[config.mk]
export PLATFORM = sky130hd
export DESIGN_NAME = rog_ref_select
export DESIGN_NICKNAME = d
export VERILOG_FILES = /design/src/hdl/rog_pkg.sv /design/src/hdl/rog_ref_select.sv
export SDC_FILE = /design/constraint.sdc
export NUM_CORES = 1
export LEC_CHECK = 0
export BUFFER_PORTS_ARGS = -buffer_cell sky130_fd_sc_hd__buf_2
export CAP_MARGIN = 20
export CORE_MARGIN = 10
export CORE_UTILIZATION = 41
export DETAILED_ROUTE_END_ITERATION = 10
export PLACE_DENSITY = 0.57
export SYNTH_ARGS = -nofsm -noshare
export SYNTH_HDL_FRONTEND = slang
export SYNTH_SLANG_ARGS = --single-unit
[constraint.sdc]
create_clock -name clk -period 9.3 [get_ports clk]
set_input_delay 0 -clock clk [delete_from_list [all_inputs] [get_ports clk]]
set_output_delay 0 -clock clk [all_outputs]
set_load 0.005 [all_outputs]
[src/hdl/rog_pkg.sv]
// Package: constants and types of the 8 kHz reference, one-second and pin select block
package rog_pkg;
  localparam int NPORT = 12;
  localparam int NPIN = 24;
  // Register byte offsets
  localparam logic [5:0] A_CTRL = 6'h00;
  localparam logic [5:0] A_PSRC = 6'h04;
  localparam logic [5:0] A_TXSEL = 6'h08;
  localparam logic [5:0] A_PINLO = 6'h0C;
  localparam logic [5:0] A_PINHI = 6'h10;
  localparam logic [5:0] A_PININ = 6'h14;
  localparam logic [5:0] A_STAT = 6'h18;
  localparam logic [5:0] A_MASK = 6'h1C;
  localparam logic [5:0] A_STATE = 6'h20;
  // Writable bits of each register
  localparam logic [31:0] M_CTRL = 32'h00000FF3;
  localparam logic [31:0] M_PSRC = 32'h00FFFFFF;
  localparam logic [31:0] M_TXSEL = 32'h00000FFF;
  localparam logic [31:0] M_PINLO = 32'hFFFFFFFF;
  localparam logic [31:0] M_PINHI = 32'h0000FFFF;
  localparam logic [31:0] M_MASK = 32'h00000001;
  localparam logic [1:0] R_OK = 2'h0;
  localparam logic [1:0] R_ERR = 2'h2;
  // Divisors to 8 kHz and to one second
  localparam logic [12:0] DIV_DS3 = 13'h15D8;
  localparam logic [12:0] DIV_E3 = 13'h10C8;
  localparam logic [12:0] DIV_CC = 13'h1950;
  localparam logic [12:0] DIV_SEC = 13'h1F40;
  // Source and mode codes
  localparam logic [3:0] SRC_OFF = 4'h0;
  localparam logic [3:0] SRC_DS3 = 4'h1;
  localparam logic [3:0] SRC_E3 = 4'h2;
  localparam logic [3:0] SRC_CC = 4'h3;
  localparam logic [3:0] SRC_PORT = 4'h4;
  localparam logic [1:0] LM_DS3 = 2'h0;
  localparam logic [1:0] LM_E3 = 2'h1;
  localparam logic [1:0] PM_IN = 2'h0;
  localparam logic [1:0] PM_ALARM = 2'h1;
  localparam logic [1:0] PM_LOW = 2'h2;
  localparam logic [1:0] GPM_PIN = 2'h1;
  // Pins with global functions, counted from zero
  localparam int PIN_ROUT = 1;
  localparam int PIN_RIN = 3;
  localparam int PIN_ERR = 5;
  localparam int PIN_PMU = 7;
  // Control register layout
  typedef struct packed {
    logic [19:0] rsvdHi;
    logic adapterEn;
    logic [1:0] gpmSel;
    logic errInsSel;
    logic [3:0] srcSel;
    logic [1:0] rsvdLo;
    logic outEn;
    logic extInSel;
  } rog_ctrl_t;
  // Whole state of the block
  typedef struct packed {
    logic [31:0] ctrl, psrc, txSel, pinLo, pinHi, mask;
    logic stat;
    logic [12:0] gCnt, sCnt;
    logic [NPORT-1:0][12:0] pCnt;
    logic refLvl, refTick, secLvl, pm_update, errIns;
    logic [NPIN-1:0] pinS1, pinS2, pinS3, gOut, gOe;
    logic [2:0] ckS1, ckS2, ckS3;
    logic [NPORT-1:0] rxS1, rxS2, rxS3, txS1, txS2, txS3, plcpTick;
    logic bvalid, rvalid;
    logic [1:0] bresp, rresp;
    logic [31:0] rdata;
  } rog_state_t;
endpackage

[src/hdl/rog_ref_select.sv]
// Top: global and port 8 kHz references, one-second tick, pin select, AXI4-Lite registers
// Summary of operation
// - External select takes global reference from pin 4, ignoring source field.
// - Output enable drives global reference out on pin 2.
// - Source field: 0 off, 1-3 DS3/E3/52 clock, 4-15 port 1-12.
// - Port source: 0X receive PLCP, 10 receive line clock, 11 transmit clock.
// - Per port bit picks global or port reference for transmit PLCP.
// - Divisors 6480 for 51.84 MHz, 5592 for DS3, 4296 for E3.
// - Port divisor follows line mode; global divisor follows chosen clock.
// - One-second signal is global reference divided by 8000, about half duty.
// - Rising one-second edge sets latched flag; interrupt when enabled.
// - Update field 1X makes each one-second edge a monitor update.
// - 24 pins, each input, output, global signal or alarm output.
// - Pins of absent ports still work as plain or global pins.
// - Reference, error insert and update inputs read low when pin unselected.
// - Pin 6 is error insert input, pin 8 the update input.
// - Pin mode 00 input, 01 alarm, 10 low, 11 high.
// - After reset reference generator and one-second timer are off.
// - All pins are inputs after reset.
// - Source off without external select powers down reference and one-second logic.
`timescale 1ns/1ps
module rog_ref_select (
  // Clock and reset
  input wire logic clk,
  input wire logic resetn,
  // AXI4-Lite write
  input wire logic [5:0] s_axi_awaddr,
  input wire logic s_axi_awvalid,
  output logic s_axi_awready,
  input wire logic [31:0] s_axi_wdata,
  input wire logic [3:0] s_axi_wstrb,
  input wire logic s_axi_wvalid,
  output logic s_axi_wready,
  output logic [1:0] s_axi_bresp,
  output logic s_axi_bvalid,
  input wire logic s_axi_bready,
  // AXI4-Lite read
  input wire logic [5:0] s_axi_araddr,
  input wire logic s_axi_arvalid,
  output logic s_axi_arready,
  output logic [31:0] s_axi_rdata,
  output logic [1:0] s_axi_rresp,
  output logic s_axi_rvalid,
  input wire logic s_axi_rready,
  // Clock sources: adapter ticks on clk, clock pins asynchronous
  input wire logic [2:0] adapterTick,
  input wire logic [2:0] adapterClockPin,
  input wire logic [11:0] rxLineClock,
  input wire logic [11:0] txClockIn,
  input wire logic [11:0] rxPlcpTick,
  input wire logic [23:0] portLineMode,
  // Pins
  input wire logic [23:0] gpioIn,
  output logic [23:0] gpioOut,
  output logic [23:0] gpioOe,
  input wire logic [23:0] portAlarm,
  // Core outputs
  output logic eightKhzRef,
  output logic globalRefTick,
  output logic [11:0] txPlcpTick,
  output logic oneSecond,
  output logic pmUpdate,
  output logic manualErrorInsert,
  output logic irq
);

  ////////////////////////////////////////////////////////////////////////
  // State and decoded fields
  rog_pkg::rog_state_t st, next_st;
  rog_pkg::rog_ctrl_t ctrl;
  logic [47:0] pinModes;
  logic [11:0] pTick, pLvl, pWrap;
  logic [11:0][12:0] pNext;
  logic [23:0] nOut, nOe;
  logic [3:0] pIdx;
  logic gEn, gEdge, gTick, extIn, extRise, secRise, wrDo, rdDo;
  logic [12:0] gDiv;

  assign ctrl = rog_pkg::rog_ctrl_t'(st.ctrl);
  assign pinModes = {st.pinHi[15:0], st.pinLo};
  assign pIdx = ctrl.srcSel - rog_pkg::SRC_PORT;

  // Line-mode to divisor
  function automatic logic [12:0] divFor(input logic [1:0] mode);
    divFor = (mode == rog_pkg::LM_DS3) ? rog_pkg::DIV_DS3 :
      (mode == rog_pkg::LM_E3) ? rog_pkg::DIV_E3 : rog_pkg::DIV_CC;
  endfunction

  // Byte-lane merge for register writes
  function automatic logic [31:0] merge(input logic [31:0] old, input logic [31:0] d,
    input logic [3:0] strb, input logic [31:0] msk);
    logic [31:0] r;
    r = old;
    for (int b = 0; b < 4; b++) begin
      if (strb[b]) begin
        r[8*b +: 8] = d[8*b +: 8];
      end
    end
    merge = r & msk;
  endfunction

  ////////////////////////////////////////////////////////////////////////
  // Per-port dividers and pin muxing
  genvar i;
  generate
    for (i = 0; i < 24; i++) begin : g_ch
      if (i < 12) begin : g_port
        logic [1:0] sel;
        logic [12:0] div;
        logic edgeIn;
        assign sel = st.psrc[2*i +: 2];
        assign div = divFor(portLineMode[2*i +: 2]);
        // Edge of rx line clock or tx clock pin
        assign edgeIn = sel[1] & (sel[0] ? (st.txS2[i] & ~st.txS3[i])
          : (st.rxS2[i] & ~st.rxS3[i]));
        assign pWrap[i] = edgeIn & (st.pCnt[i] == div - 13'h0001);
        assign pNext[i] = pWrap[i] ? 13'h0000 : st.pCnt[i] + {12'h000, edgeIn};
        // Divided output, or the receive PLCP reference
        assign pTick[i] = sel[1] ? pWrap[i] : rxPlcpTick[i];
        assign pLvl[i] = sel[1] ? (st.pCnt[i] < (div >> 1)) : rxPlcpTick[i];
      end
      // Pins of absent ports keep all their modes; nothing here depends on port count
      always_comb begin
        nOut[i] = 1'b0;
        nOe[i] = 1'b0;
        if (i == rog_pkg::PIN_ROUT && ctrl.outEn) begin
          nOut[i] = st.refLvl;
          nOe[i] = 1'b1;
        end else if ((i == rog_pkg::PIN_RIN && ctrl.extInSel) ||
            (i == rog_pkg::PIN_ERR && ctrl.errInsSel) ||
            (i == rog_pkg::PIN_PMU && ctrl.gpmSel == rog_pkg::GPM_PIN)) begin
          nOe[i] = 1'b0;
        end else if (pinModes[2*i +: 2] != rog_pkg::PM_IN) begin
          nOe[i] = 1'b1;
          nOut[i] = (pinModes[2*i +: 2] == rog_pkg::PM_ALARM) ? portAlarm[i]
            : (pinModes[2*i +: 2] != rog_pkg::PM_LOW);
        end
      end
    end
  endgenerate

  ////////////////////////////////////////////////////////////////////////
  // Global source selection
  always_comb begin
    unique case (ctrl.srcSel)
      rog_pkg::SRC_DS3: gDiv = rog_pkg::DIV_DS3;
      rog_pkg::SRC_E3: gDiv = rog_pkg::DIV_E3;
      default: gDiv = rog_pkg::DIV_CC;
    endcase
  end
  // Pin clocks are sampled; they must stay below half of clk to be counted
  assign gEdge = (ctrl.srcSel >= rog_pkg::SRC_DS3) && (ctrl.srcSel < rog_pkg::SRC_PORT)
    && (ctrl.adapterEn ? adapterTick[ctrl.srcSel[1:0] - 2'h1]
    : (st.ckS2[ctrl.srcSel[1:0] - 2'h1] & ~st.ckS3[ctrl.srcSel[1:0] - 2'h1]));
  assign extIn = ctrl.extInSel & st.pinS2[rog_pkg::PIN_RIN];
  assign extRise = extIn & ~st.pinS3[rog_pkg::PIN_RIN];
  assign gEn = ctrl.extInSel | (ctrl.srcSel != rog_pkg::SRC_OFF);
  always_comb begin
    if (ctrl.extInSel) begin
      gTick = extRise;
    end else if (ctrl.srcSel >= rog_pkg::SRC_PORT) begin
      gTick = pTick[pIdx];
    end else begin
      // A count left from a longer divisor wraps at once instead of running to 8191
      gTick = gEdge & (st.gCnt >= gDiv - 13'h0001);
    end
  end
  assign secRise = gTick & (st.sCnt == rog_pkg::DIV_SEC - 13'h0001);
  assign wrDo = s_axi_awvalid & s_axi_wvalid & ~st.bvalid;
  assign rdDo = s_axi_arvalid & ~st.rvalid;

  ////////////////////////////////////////////////////////////////////////
  // Next state
  always_comb begin
    next_st = st;
    // Two-flop synchronisers for pins; stage three only feeds edge detection
    next_st.pinS1 = gpioIn;
    next_st.pinS2 = st.pinS1;
    next_st.pinS3 = st.pinS2;
    next_st.ckS1 = adapterClockPin;
    next_st.ckS2 = st.ckS1;
    next_st.ckS3 = st.ckS2;
    next_st.rxS1 = rxLineClock;
    next_st.rxS2 = st.rxS1;
    next_st.rxS3 = st.rxS2;
    next_st.txS1 = txClockIn;
    next_st.txS2 = st.txS1;
    next_st.txS3 = st.txS2;
    for (int p = 0; p < 12; p++) begin
      next_st.pCnt[p] = pNext[p];
    end
    // Global divider counts only with an adapter clock source
    if (gEdge) begin
      next_st.gCnt = gTick ? 13'h0000 : st.gCnt + 13'h0001;
    end
    if (ctrl.extInSel) begin
      next_st.refLvl = extIn;
    end else if (!gEn) begin
      next_st.refLvl = 1'b0;
    end else if (ctrl.srcSel >= rog_pkg::SRC_PORT) begin
      next_st.refLvl = pLvl[pIdx];
    end else begin
      next_st.refLvl = st.gCnt < (gDiv >> 1);
    end
    next_st.refTick = gTick;
    // One-second divider holds while the source is off
    if (gTick) begin
      next_st.sCnt = secRise ? 13'h0000 : st.sCnt + 13'h0001;
    end
    next_st.secLvl = gEn & (next_st.sCnt < (rog_pkg::DIV_SEC >> 1));
    next_st.pm_update = (ctrl.gpmSel[1] & secRise) |
      ((ctrl.gpmSel == rog_pkg::GPM_PIN) & st.pinS2[rog_pkg::PIN_PMU]);
    next_st.errIns = ctrl.errInsSel & st.pinS2[rog_pkg::PIN_ERR];
    for (int p = 0; p < 12; p++) begin
      next_st.plcpTick[p] = st.txSel[p] ? pTick[p] : gTick;
    end
    next_st.gOut = nOut;
    next_st.gOe = nOe;
    // Write channel: address and data taken together
    if (st.bvalid && s_axi_bready) begin
      next_st.bvalid = 1'b0;
    end
    if (wrDo) begin
      next_st.bvalid = 1'b1;
      next_st.bresp = rog_pkg::R_OK;
      unique case ({s_axi_awaddr[5:2], 2'b00})
        rog_pkg::A_CTRL:
          next_st.ctrl = merge(st.ctrl, s_axi_wdata, s_axi_wstrb, rog_pkg::M_CTRL);
        rog_pkg::A_PSRC:
          next_st.psrc = merge(st.psrc, s_axi_wdata, s_axi_wstrb, rog_pkg::M_PSRC);
        rog_pkg::A_TXSEL:
          next_st.txSel = merge(st.txSel, s_axi_wdata, s_axi_wstrb, rog_pkg::M_TXSEL);
        rog_pkg::A_PINLO:
          next_st.pinLo = merge(st.pinLo, s_axi_wdata, s_axi_wstrb, rog_pkg::M_PINLO);
        rog_pkg::A_PINHI:
          next_st.pinHi = merge(st.pinHi, s_axi_wdata, s_axi_wstrb, rog_pkg::M_PINHI);
        rog_pkg::A_MASK:
          next_st.mask = merge(st.mask, s_axi_wdata, s_axi_wstrb, rog_pkg::M_MASK);
        rog_pkg::A_PININ, rog_pkg::A_STAT, rog_pkg::A_STATE: ;
        default: next_st.bresp = rog_pkg::R_ERR;
      endcase
    end
    // Read channel; reading status clears it
    if (st.rvalid && s_axi_rready) begin
      next_st.rvalid = 1'b0;
    end
    if (rdDo) begin
      next_st.rvalid = 1'b1;
      next_st.rresp = rog_pkg::R_OK;
      next_st.rdata = 32'h00000000;
      unique case ({s_axi_araddr[5:2], 2'b00})
        rog_pkg::A_CTRL: next_st.rdata = st.ctrl;
        rog_pkg::A_PSRC: next_st.rdata = st.psrc;
        rog_pkg::A_TXSEL: next_st.rdata = st.txSel;
        rog_pkg::A_PINLO: next_st.rdata = st.pinLo;
        rog_pkg::A_PINHI: next_st.rdata = st.pinHi;
        rog_pkg::A_PININ: next_st.rdata = {8'h00, st.pinS2};
        rog_pkg::A_STAT: begin
          next_st.rdata = {31'h00000000, st.stat};
          next_st.stat = 1'b0;
        end
        rog_pkg::A_MASK: next_st.rdata = st.mask;
        rog_pkg::A_STATE: next_st.rdata = {29'h00000000, gEn, st.secLvl, st.refLvl};
        default: next_st.rresp = rog_pkg::R_ERR;
      endcase
    end
    // A one-second edge in the clearing cycle still sets the flag
    if (secRise) begin
      next_st.stat = 1'b1;
    end
  end

  ////////////////////////////////////////////////////////////////////////
  // State register; reset leaves sources off and pins as inputs
  always_ff @(posedge clk) begin
    if (!resetn) begin
      st <= '0;
    end else begin
      st <= next_st;
    end
  end

  ////////////////////////////////////////////////////////////////////////
  // Outputs
  assign s_axi_awready = wrDo;
  assign s_axi_wready = wrDo;
  assign s_axi_bvalid = st.bvalid;
  assign s_axi_bresp = st.bresp;
  assign s_axi_arready = ~st.rvalid;
  assign s_axi_rvalid = st.rvalid;
  assign s_axi_rdata = st.rdata;
  assign s_axi_rresp = st.rresp;
  assign gpioOut = st.gOut;
  assign gpioOe = st.gOe;
  assign eightKhzRef = st.refLvl;
  assign globalRefTick = st.refTick;
  assign txPlcpTick = st.plcpTick;
  assign oneSecond = st.secLvl;
  assign pmUpdate = st.pm_update;
  assign manualErrorInsert = st.errIns;
  assign irq = st.stat & st.mask[0];
endmodule

==> results, run 1 <==
- The count of cell types in the netlist is 78.
- The storage element area is 10190 sq um.
- The combined global-route utilization of all metal layers is 0.1953.
- Once layout is complete, the utilization of the core stands at 0.5003.
- The standard cell area after detailed placement is 24690 sq um.
- The number of gates resized after cts is 0.
- For this run, the top clock speed supported by timing is 209.9 MHz.
- The filler cells instantiated in the layout total 5299.
- TritonCTS built the clock tree.
- The clock net in this run drives a total of 509 sinks.
- Detailed placement ended at an HPWL of 49.36 mm.
- Along the worst path, the maximum fanout reaches 23.
- The path category of the worst min-delay check is in -> reg.
- The number of rows created at floorplan is 87.
- The basic-gate share of the synthesized area counting and, or, nand and nor cells is 0.2423.
- Setup total negative slack on the finished layout was measured at 0 ns.
- For this design the ratio of total power to cell area is 169.0 nW/um^2.
- Measured against its own limit, the worst slew margin works out to 0.3753.
- The worst register-to-register path ends at oneSecond.
- For hold timing, the worst endpoint is st[438].
- The H-tree was split into 2 levels.
- By area the synthesized netlist is led by sky130_fd_sc_hd__dfxtp_1 44%, sky130_fd_sc_hd__ha_1 5.5%, sky130_fd_sc_hd__and2_1 4.3%.
- The first global-routing pass estimated 105.4 mm of wire.
- The post-synthesis sequential element count is 509.
- After detailed routing, the average wire length per cell comes to 18.53 um.
- STA puts the critical path data required time at 9.85 ns.
- The largest area contributor in the synthesized netlist is sky130_fd_sc_hd__dfxtp_1.
- The worst-case IR drop observed on VDD is 0.0001535 V.
- The TritonCTS buffer count is 56.
- The adder-cell area share of the yosys netlist is 0.05467.
- Entering global routing, the biggest net connects 161 pins.
- Across all layers, the routed design uses 18900 vias.
- The number of antenna violations at the first check in global routing is 10.
- Clock tree synthesis selected as its root buffer the cell sky130_fd_sc_hd__clkbuf_16.
- The total leakage power is 12.15 nW.
- The number of cells on the worst reg-to-reg path is 16.
- The count of final hold-check violations is 0.
- The worst setup path is captured at a register.
- The largest clock skew in the final design is 0.03505 ns.
- For the worst setup path, the data arrival time is 5.31 ns.
- STA classifies the critical path startpoint as a register.
- The count of routing violations after the opening detailed-route iteration is 1218.
- The routed design has 67.63 mm of wire.
- The clock latency reported for the late side of the worst-skew pair is 0.63 ns.
- The via count of the first global-routing pass is 18890.
- The finished cells cover 28210 sq um.
- Clock-pin slew was measured on the worst setup and hold paths at 0.06 ns.
- The final cycle utilization of the critical path is 0.5122.
- The worst hold path begins at s_axi_araddr[2].
- The number of nets in the final layout is 3116.
- Global routing finished with a remaining overflow of 0.
- The primary flip-flop cell chosen by synthesis mapping is sky130_fd_sc_hd__dfxtp_1.
- The residual DRC count is 0.
- The combined area of all synthesized cells is 23350 sq um.
- In this run the deepest clock path goes through 3 buffers.
- Synthesis produced 2541 cells.
- The number of max-slew violations in the final report is 0.
- The core outline area is 56390 sq um.
- The total of hold buffers inserted after clock tree synthesis is 154.
- The area growth from synthesis to layout is 20.83%.
- The total area of multi-input combinational cells is 11840 sq um.
- The first detailed-routing pass ran for 5 iterations.
- The worst register-to-register path has a setup slack of 4.54 ns.
- Each instance of the synthesized netlist takes up on average 9.188 sq um.
- The register area share after synthesis is 0.4365.
- The critical path in this run is classified as reg -> reg.
- The portion of synthesized area spent on multiplexers is 0.03398.
- The run finished with clean final reports.
- The post-synthesis share of cell area spent on xor and xnor gates is 0.05740.
- The share of synthesized flip-flops with an asynchronous set or reset is 0.
- The number of setup violations in the final report is 0.
- The initial standard-cell utilization of the core is 0.4140.
- The worst path in the final design needs a cycle of 4.764 ns, including I/O delays and setup.
- Of the cells placed in the final design, the portion with a size suffix greater than 1 is 0.1428.
- The transition time at the pin with the least slew margin is 0.9273 ns.
- The Yosys step of the flow raised 0 warnings.
- The average via count per standard cell is 5.177.
- Setup repair after global routing left no endpoint under its margin.
- The dominant combinational cell family by area after synthesis is simple AND/OR/NAND/NOR gates.
- The count of boundary I/O pins is 276.
- The congestion estimate from routability-driven global placement came to 0.8747.
- The floorplan step set the die height to 258.6 um.
- From left edge to right edge, the die measures 258.6 um.
- The tool flagged a number of max-cap violations equal to 0.
- The share of the synthesized area in compound gates (AO/OA/AOI/OAI) is 0.1173.
- The number of setup buffers added after CTS is 0.
- The share of the synthesized area in the top cell type is 0.4365.
- The count of antenna-violating nets left after detailed routing is 0.
- The launch point of the worst reg-to-reg path is ctrl[5].
- Yosys mapped a number of flops with a built-in enable equal to 0.
- Counting instances, the worst hold path has a depth of 4.
- The die covers 66890 sq um.
- During placement, the flow inserted port buffers numbering 269.
## registers in the layout (all words and copies together) (netlist names), 10 cells and up
signal,flops
ctrl,10
g_ch.g_port.sel,24
next_st,102
s_axi_rdata,32
pinModes,48
txPlcpTick,12
gpioOut,24
gpioOe,24
st,224
## power breakdown
| group | internal, W | switching (W) |
|---|---|---|
| Sequential | 0.00221 | 0.0000113 |
| Combinational | 0.000112 | 0.000123 |
| Clock | 0.00140 | 0.000915 |
| Total | 0.00372 | 0.00105 |
## worst max-delay path, stage by stage, from the launching register on
cell and delay (ns):
sky130_fd_sc_hd__dfxtp_1 0.66, sky130_fd_sc_hd__inv_1 0.30, sky130_fd_sc_hd__ha_1 0.30, sky130_fd_sc_hd__o21ai_0 0.42, sky130_fd_sc_hd__inv_1 0.17, sky130_fd_sc_hd__ha_1 0.31, sky130_fd_sc_hd__nand3_1 0.08, sky130_fd_sc_hd__a21oi_1 0.04
sky130_fd_sc_hd__a2111o_1 0.38, sky130_fd_sc_hd__a41oi_1 0.27, sky130_fd_sc_hd__o31ai_1 0.11, sky130_fd_sc_hd__a211oi_2 0.27, sky130_fd_sc_hd__a21oi_4 0.15, sky130_fd_sc_hd__buf_4 0.27, sky130_fd_sc_hd__and4b_1 0.22, sky130_fd_sc_hd__or4_1 0.53
sky130_fd_sc_hd__a31oi_1 0.18
## synth_stat cells, drive strengths merged (6+ instances only)
library cell / instances
o211a: 32
a22oi: 52
a222oi: 10
xor2: 86
nor3b: 15
a21boi: 36
nor4: 9
o21ai: 75
or3: 9
a21oi: 58
nand2b: 23
a211oi: 7
dfxtp: 509
xnor2: 67
inv: 66
nand3: 124
and4b: 6
o21a: 35
a31oi: 21
nor4bb: 15
nor2: 249
nand4: 25
clkbuf: 90
mux2i: 77
ha: 102
o211ai: 9
o31ai: 11
a2111oi: 7
nand4b: 12
and3: 53
and2: 160
and3b: 7
or2: 11
nor2b: 141
nand2: 150
nor3: 16
buf: 103
## worst max path at each step
stage                        from   endpoint  depth (start not counted)
after global routing      ctrl[5]  oneSecond                         15
after CTS                 ctrl[5]  oneSecond                         15
after floorplan           ctrl[5]  oneSecond                         16
final                     ctrl[5]  oneSecond                         16
after detailed placement  ctrl[5]  oneSecond                         15
after global placement    ctrl[5]  oneSecond                         15
## cell type report
class                   instances  share of cell area
clock buffers                  79             0.05841
repair buffers                438              0.1067
clock inverters                20             0.01069
multi-input cells            1773              0.4198
well taps                     756             0.03353
diodes                          8           0.0007097
inverters                      67            0.008915
flip-flops and latches        509              0.3612
## cell families (layout without fill, tap and decap cells)
kind of cell | after synthesis | in the layout
simple gates | 1053 | 1053
flops | 509 | 509
compound gates | 384 | 384
buf+inv | 260 | 604
xor+xnor | 153 | 153
fa+ha+maj | 102 | 102
mux | 79 | 79
other cells | 1 | 10
## through the flow
step | cells | power (W) | worst slack, ns | hold slack [ns]
6_report | 3650 | 0.004768 | 4.536 | 0.03211
5_1_grt | 3648 | 0.004943 | 4.138 | 0.07476
4_1_cts | 3641 | 0.004823 | 4.579 | 0.002601
3_5_place_dp | 3388 | 0.002452 | 4.602 | 0.2095
3_3_place_gp | 3388 | 0.002447 | 4.636 | 0.2077
2_1_floorplan | 2542 | 0.002361 | 5.596 | 0.1273
## cell usage in the layout, fill, tap and decap left out, types with 77 or more instances in the layout
cell type	n
sky130_fd_sc_hd__buf_2	268
sky130_fd_sc_hd__nand2_1	150
sky130_fd_sc_hd__mux2i_1	77
sky130_fd_sc_hd__nor2b_1	141
sky130_fd_sc_hd__and2_1	160
sky130_fd_sc_hd__nor2_1	248
sky130_fd_sc_hd__xor2_1	86
sky130_fd_sc_hd__ha_1	102
sky130_fd_sc_hd__dfxtp_1	509
sky130_fd_sc_hd__dlygate4sd3_1	154
sky130_fd_sc_hd__nand3_1	124
## metal layers
metal,vias to the layer above,wire length (um),share of wire,track usage
li1,9303,-,-,-
met1,9018,30090,0.44,0.2481
met2,462,31390,0.46,0.3213
met3,110,4234,0.063,0.04606
met4,2,1897,0.028,0.06486
met5,-,13,0.00019,0
Power figures use the tool's default switching activity.
==> run 2: changes to the inputs <==
Settings changed: ABC_AREA set to 1, PLACE_DENSITY 0.57 to 0.56.
Clock period 9.3 ns to 4.62 ns, I/O delays scaled along.
==> results, run 2 <==
- The run finished with clean final reports.
- The root cell of the clock tree is sky130_fd_sc_hd__clkbuf_16.
- The number of H-tree branching levels is 2.
- The finished cells cover 28450 sq um.
- The y dimension of the die is 260.9 um.
- The path category of the worst min-delay check is in -> reg.
- The count of final hold-check violations is 0.
- The post-synthesis sequential element count is 509.
- After clock tree synthesis, the clock-pin slew on the worst setup and hold paths is 0.06 ns.
- Entering global routing, the biggest net connects 173 pins.
- The total of hold buffers inserted after clock tree synthesis is 150.
- The TritonCTS buffer count is 55.
- The number of nets in the final layout is 3850.
- The register name with the most flops is st.
- The library cell used most frequently in the layout, excluding fill and tap cells, is sky130_fd_sc_hd__nand2_1.
- The final routed wire length divided by cell count is 16.75 um.
- The tool flagged a number of max-cap violations equal to 0.
- The first routing iteration left 1503 violations.
- In the final layout, the share of cells above drive strength 1 is 0.1091.
- From left edge to right edge, the die measures 260.9 um.
- Compared with the post-synthesis result, the final layout area differs by 19.59%.
- The sort of element at the end of the critical path is a register.
- The post-synthesis share of cell area spent on xor and xnor gates is 0.01804.
- During synthesis, Yosys emitted a total of 0 warnings.
- In the final layout, the multi-input gates occupy 10500 sq um.
- The sum of internal, switching and leakage power is 0.009360 W.
- The largest individual stage delay along the critical path comes from the cell sky130_fd_sc_hd__dfxtp_1.
- Dividing the synthesized area by the synthesized cell count gives 7.273 sq um.
- The met2 track demand over resource is 0.3581.
- The share of synthesized area in the top cell type comes to 0.4283.
- Counting instances in the post-synthesis netlist gives the leading cell types as 602 x sky130_fd_sc_hd__nand2_1, 537 x sky130_fd_sc_hd__inv_1, 509 x sky130_fd_sc_hd__dfxtp_1, 393 x sky130_fd_sc_hd__nor2_1, 227 x sky130_fd_sc_hd__a21oi_1.
- The wire-length estimate of the detail-placed layout is 55.36 mm.
- In the routed design, unresolved DRC markers number 0.
- The number of setup buffers added after CTS is 0.
- After floorplanning, the core was divided into 88 placement rows.
- The critical hold path startpoint is portLineMode[15].
- The maximum fanout along the worst path is 24.
- The number of synthesized flops with an enable pin is 0.
- The number of filler instances in the final layout is 5636.
- The worst setup path is launched from a register.
- Of the total synthesized cell area, the portion taken by AND, OR, NAND and NOR gates is 0.2349.
- For the pin with the worst max-slew slack, the measured transition is 1.060 ns.
- The total power per unit cell area is 329.0 nW/um^2.
- The clock period minus final worst setup slack is 3.561 ns.
- The share of synthesized flip-flops with an asynchronous set or reset is 0.
- Ranked by total cell area, the synthesized netlist is headed by sky130_fd_sc_hd__dfxtp_1 43%, sky130_fd_sc_hd__nand2_1 9.5%, sky130_fd_sc_hd__inv_1 8.5%.
- The storage element area is 10190 sq um.
- Tracing the worst setup path back leads to its startpoint at ctrl[5].
- The met3 global-route usage is 0.04124.
- The clock latency reported for the late side of the worst-skew pair is 0.63 ns.
- The clock net in this run drives a total of 509 sinks.
- The primary flip-flop cell chosen by synthesis mapping is sky130_fd_sc_hd__dfxtp_1.
- STA puts the critical path data arrival time at 4.08 ns.
- After synthesis, the largest family of logic cells by area is simple AND/OR/NAND/NOR gates.
- The die covers 68060 sq um.
- The via count of the first global-routing pass is 21260.
- The number of buffers on the longest clock path is 3.
- Summed over all cells, the static leakage comes to 12.89 nW.
- The share of the synthesized area in compound gates (AO/OA/AOI/OAI) is 0.1344.
- The cell with the most instances after synthesis is sky130_fd_sc_hd__nand2_1.
- Of the synthesized area, sequential elements account for 0.4283.
- Across every metal layer, demand over resource in global routing totals 0.2115.
- At the worst endpoint, the required time is 5.14 ns.
- The layer with the highest usage is met2.
- The peak supply drop is 0.0002907 V.
- The adder-cell area share of the yosys netlist is 0.05364.
- 276 I/O pins were placed.
- The cell repeated most along the worst path is sky130_fd_sc_hd__nand2_1.
- TritonCTS built the clock tree.
- Setup repair after global routing left no endpoint under its margin.
- The worst slew slack as a fraction of its limit is 0.2907.
- Leaving out fill and tap cells, the most frequent cells in the layout are 602 x sky130_fd_sc_hd__nand2_1, 536 x sky130_fd_sc_hd__inv_1, 509 x sky130_fd_sc_hd__dfxtp_1.
- In this run, post-CTS repair resized a total of 0 instances.
- The first-pass GRT wire length is 114.7 mm.
- The count of antenna-violating nets left after detailed routing is 0.
- In this run the cell area of the synthesized design comes to 23790 sq um.
- The number of flip-flops in the largest register is 224.
- The final cycle utilization of the critical path is 0.7708.
- Static timing analysis puts the maximum clock frequency at 280.8 MHz.
- The initial standard-cell utilization of the core is 0.4132.
- The type of the worst setup path is reg -> reg.
- Before antenna repair, the detailed router went through 6 iterations.
- The average via count per standard cell is 4.950.
- The aggregate routed wire length is 73.56 mm.
- The final core utilization is 0.4941.
- For this run, global-route usage on met1 was measured as 0.2634.
- The launch point of the worst reg-to-reg path is ctrl[5].
- The via count is 21740.
- Global routing finished with a remaining overflow of 0.
- sky130_fd_sc_hd__dfxtp_1 takes more of the synthesized area than any other cell.
- For this run, the slowest stage of the critical path takes 0.55 ns.
- The portion of synthesized area spent on multiplexers is 0.
- The final-layout setup total negative slack is 0 ns.
- The number of setup violations in the final report is 0.
- The number of max-slew violations in the final report is 0.
- The number of antenna violations at the first check in global routing is 11.
- The final weighted congestion of routability-driven global placement is 0.8893.
- Clock skew on the completed layout was measured at 0.02944 ns.
- The cell count after synthesis came out at 3271.
- The standard cell area after detailed placement is 25120 sq um.
- Traced cell by cell, the critical path runs through inv_1 -> ha_1 -> nand2_1 -> nand2_1 -> ha_1 -> nand2_1 -> nor2_1 -> nand3_1 -> nand3_1 -> nand4_1 -> o21ai_0 -> inv_1 -> nand2_4 -> inv_2 -> nor2_2 -> nand2_1 -> o32ai_1.
- The core outline area is 57590 sq um.
- Counting distinct cell types in the post-synthesis netlist gives 54.
- The quantity of I/O buffers inserted on ports is 269.
==> run 2: cells by family (layout without fill, tap and decap cells) <==
family                     Yosys count  count (layout)
and+or+nand+nor                   1313            1313
buffers and inverters              725            1075
AOI/OAI and AO/OA                  572             572
DFF                                509             509
adders and majority gates          102             102
xor gates and xnor gates            49              49
other                                1               6
==> run 2: layout make-up <==
class                      instances  area share
clock buffer                      76     0.05431
sequential                       509      0.3581
timing repair buffer             430      0.1040
multi-input combinational       2038      0.3690
antenna                            4   0.0003518
clock inverter                    24    0.008707
inverter                         545     0.07194
tap                              765     0.03364
==> run 2: worst paths after layout <==
kind             endpoint  slack (ns)  cells past startpoint
min reg2reg  next_st[199]        0.41                      2
max               st[413]        1.06                     17
max reg2reg       st[413]        1.06                     17
min               st[358]        0.03                      7
==> run 2: worst max-delay path: cells and delay by family (launching register included) <==
kind / cells / cell delay (ns)
AO/OA/AOI/OAI: 2 / 0.24
adder cells (fa/ha/maj): 2 / 0.60
buffers and inverters: 3 / 0.55
AND/OR/NAND/NOR: 10 / 1.51
flip-flops: 1 / 0.55
==> run 2: metal layers <==
layer	vias up	share of wire	wire length (um)
met5	-	0.0011	83
met4	12	0.030	2199
met3	133	0.059	4348
met2	582	0.48	34940
met1	10020	0.43	31980
li1	10990	-	-
==> run 2: metrics by stage <==
step | hold slack, ns | worst slack, ns | std cells
3_3_place_gp | 0.1798 | 1.143 | 4134
2_1_floorplan | 0.09763 | 1.800 | 3272
5_1_grt | 0.07868 | 0.6574 | 4390
3_5_place_dp | 0.1853 | 1.100 | 4134
6_report | 0.02662 | 1.059 | 4391
4_1_cts | 0.001989 | 1.066 | 4384
==> run 2: power breakdown <==
group	internal, W	total, W	switching, W
Combinational	0.000213	0.000527	0.000314
Sequential	0.00445	0.00448	0.0000260
Clock	0.00251	0.00436	0.00185
Total	0.00717	0.00936	0.00219
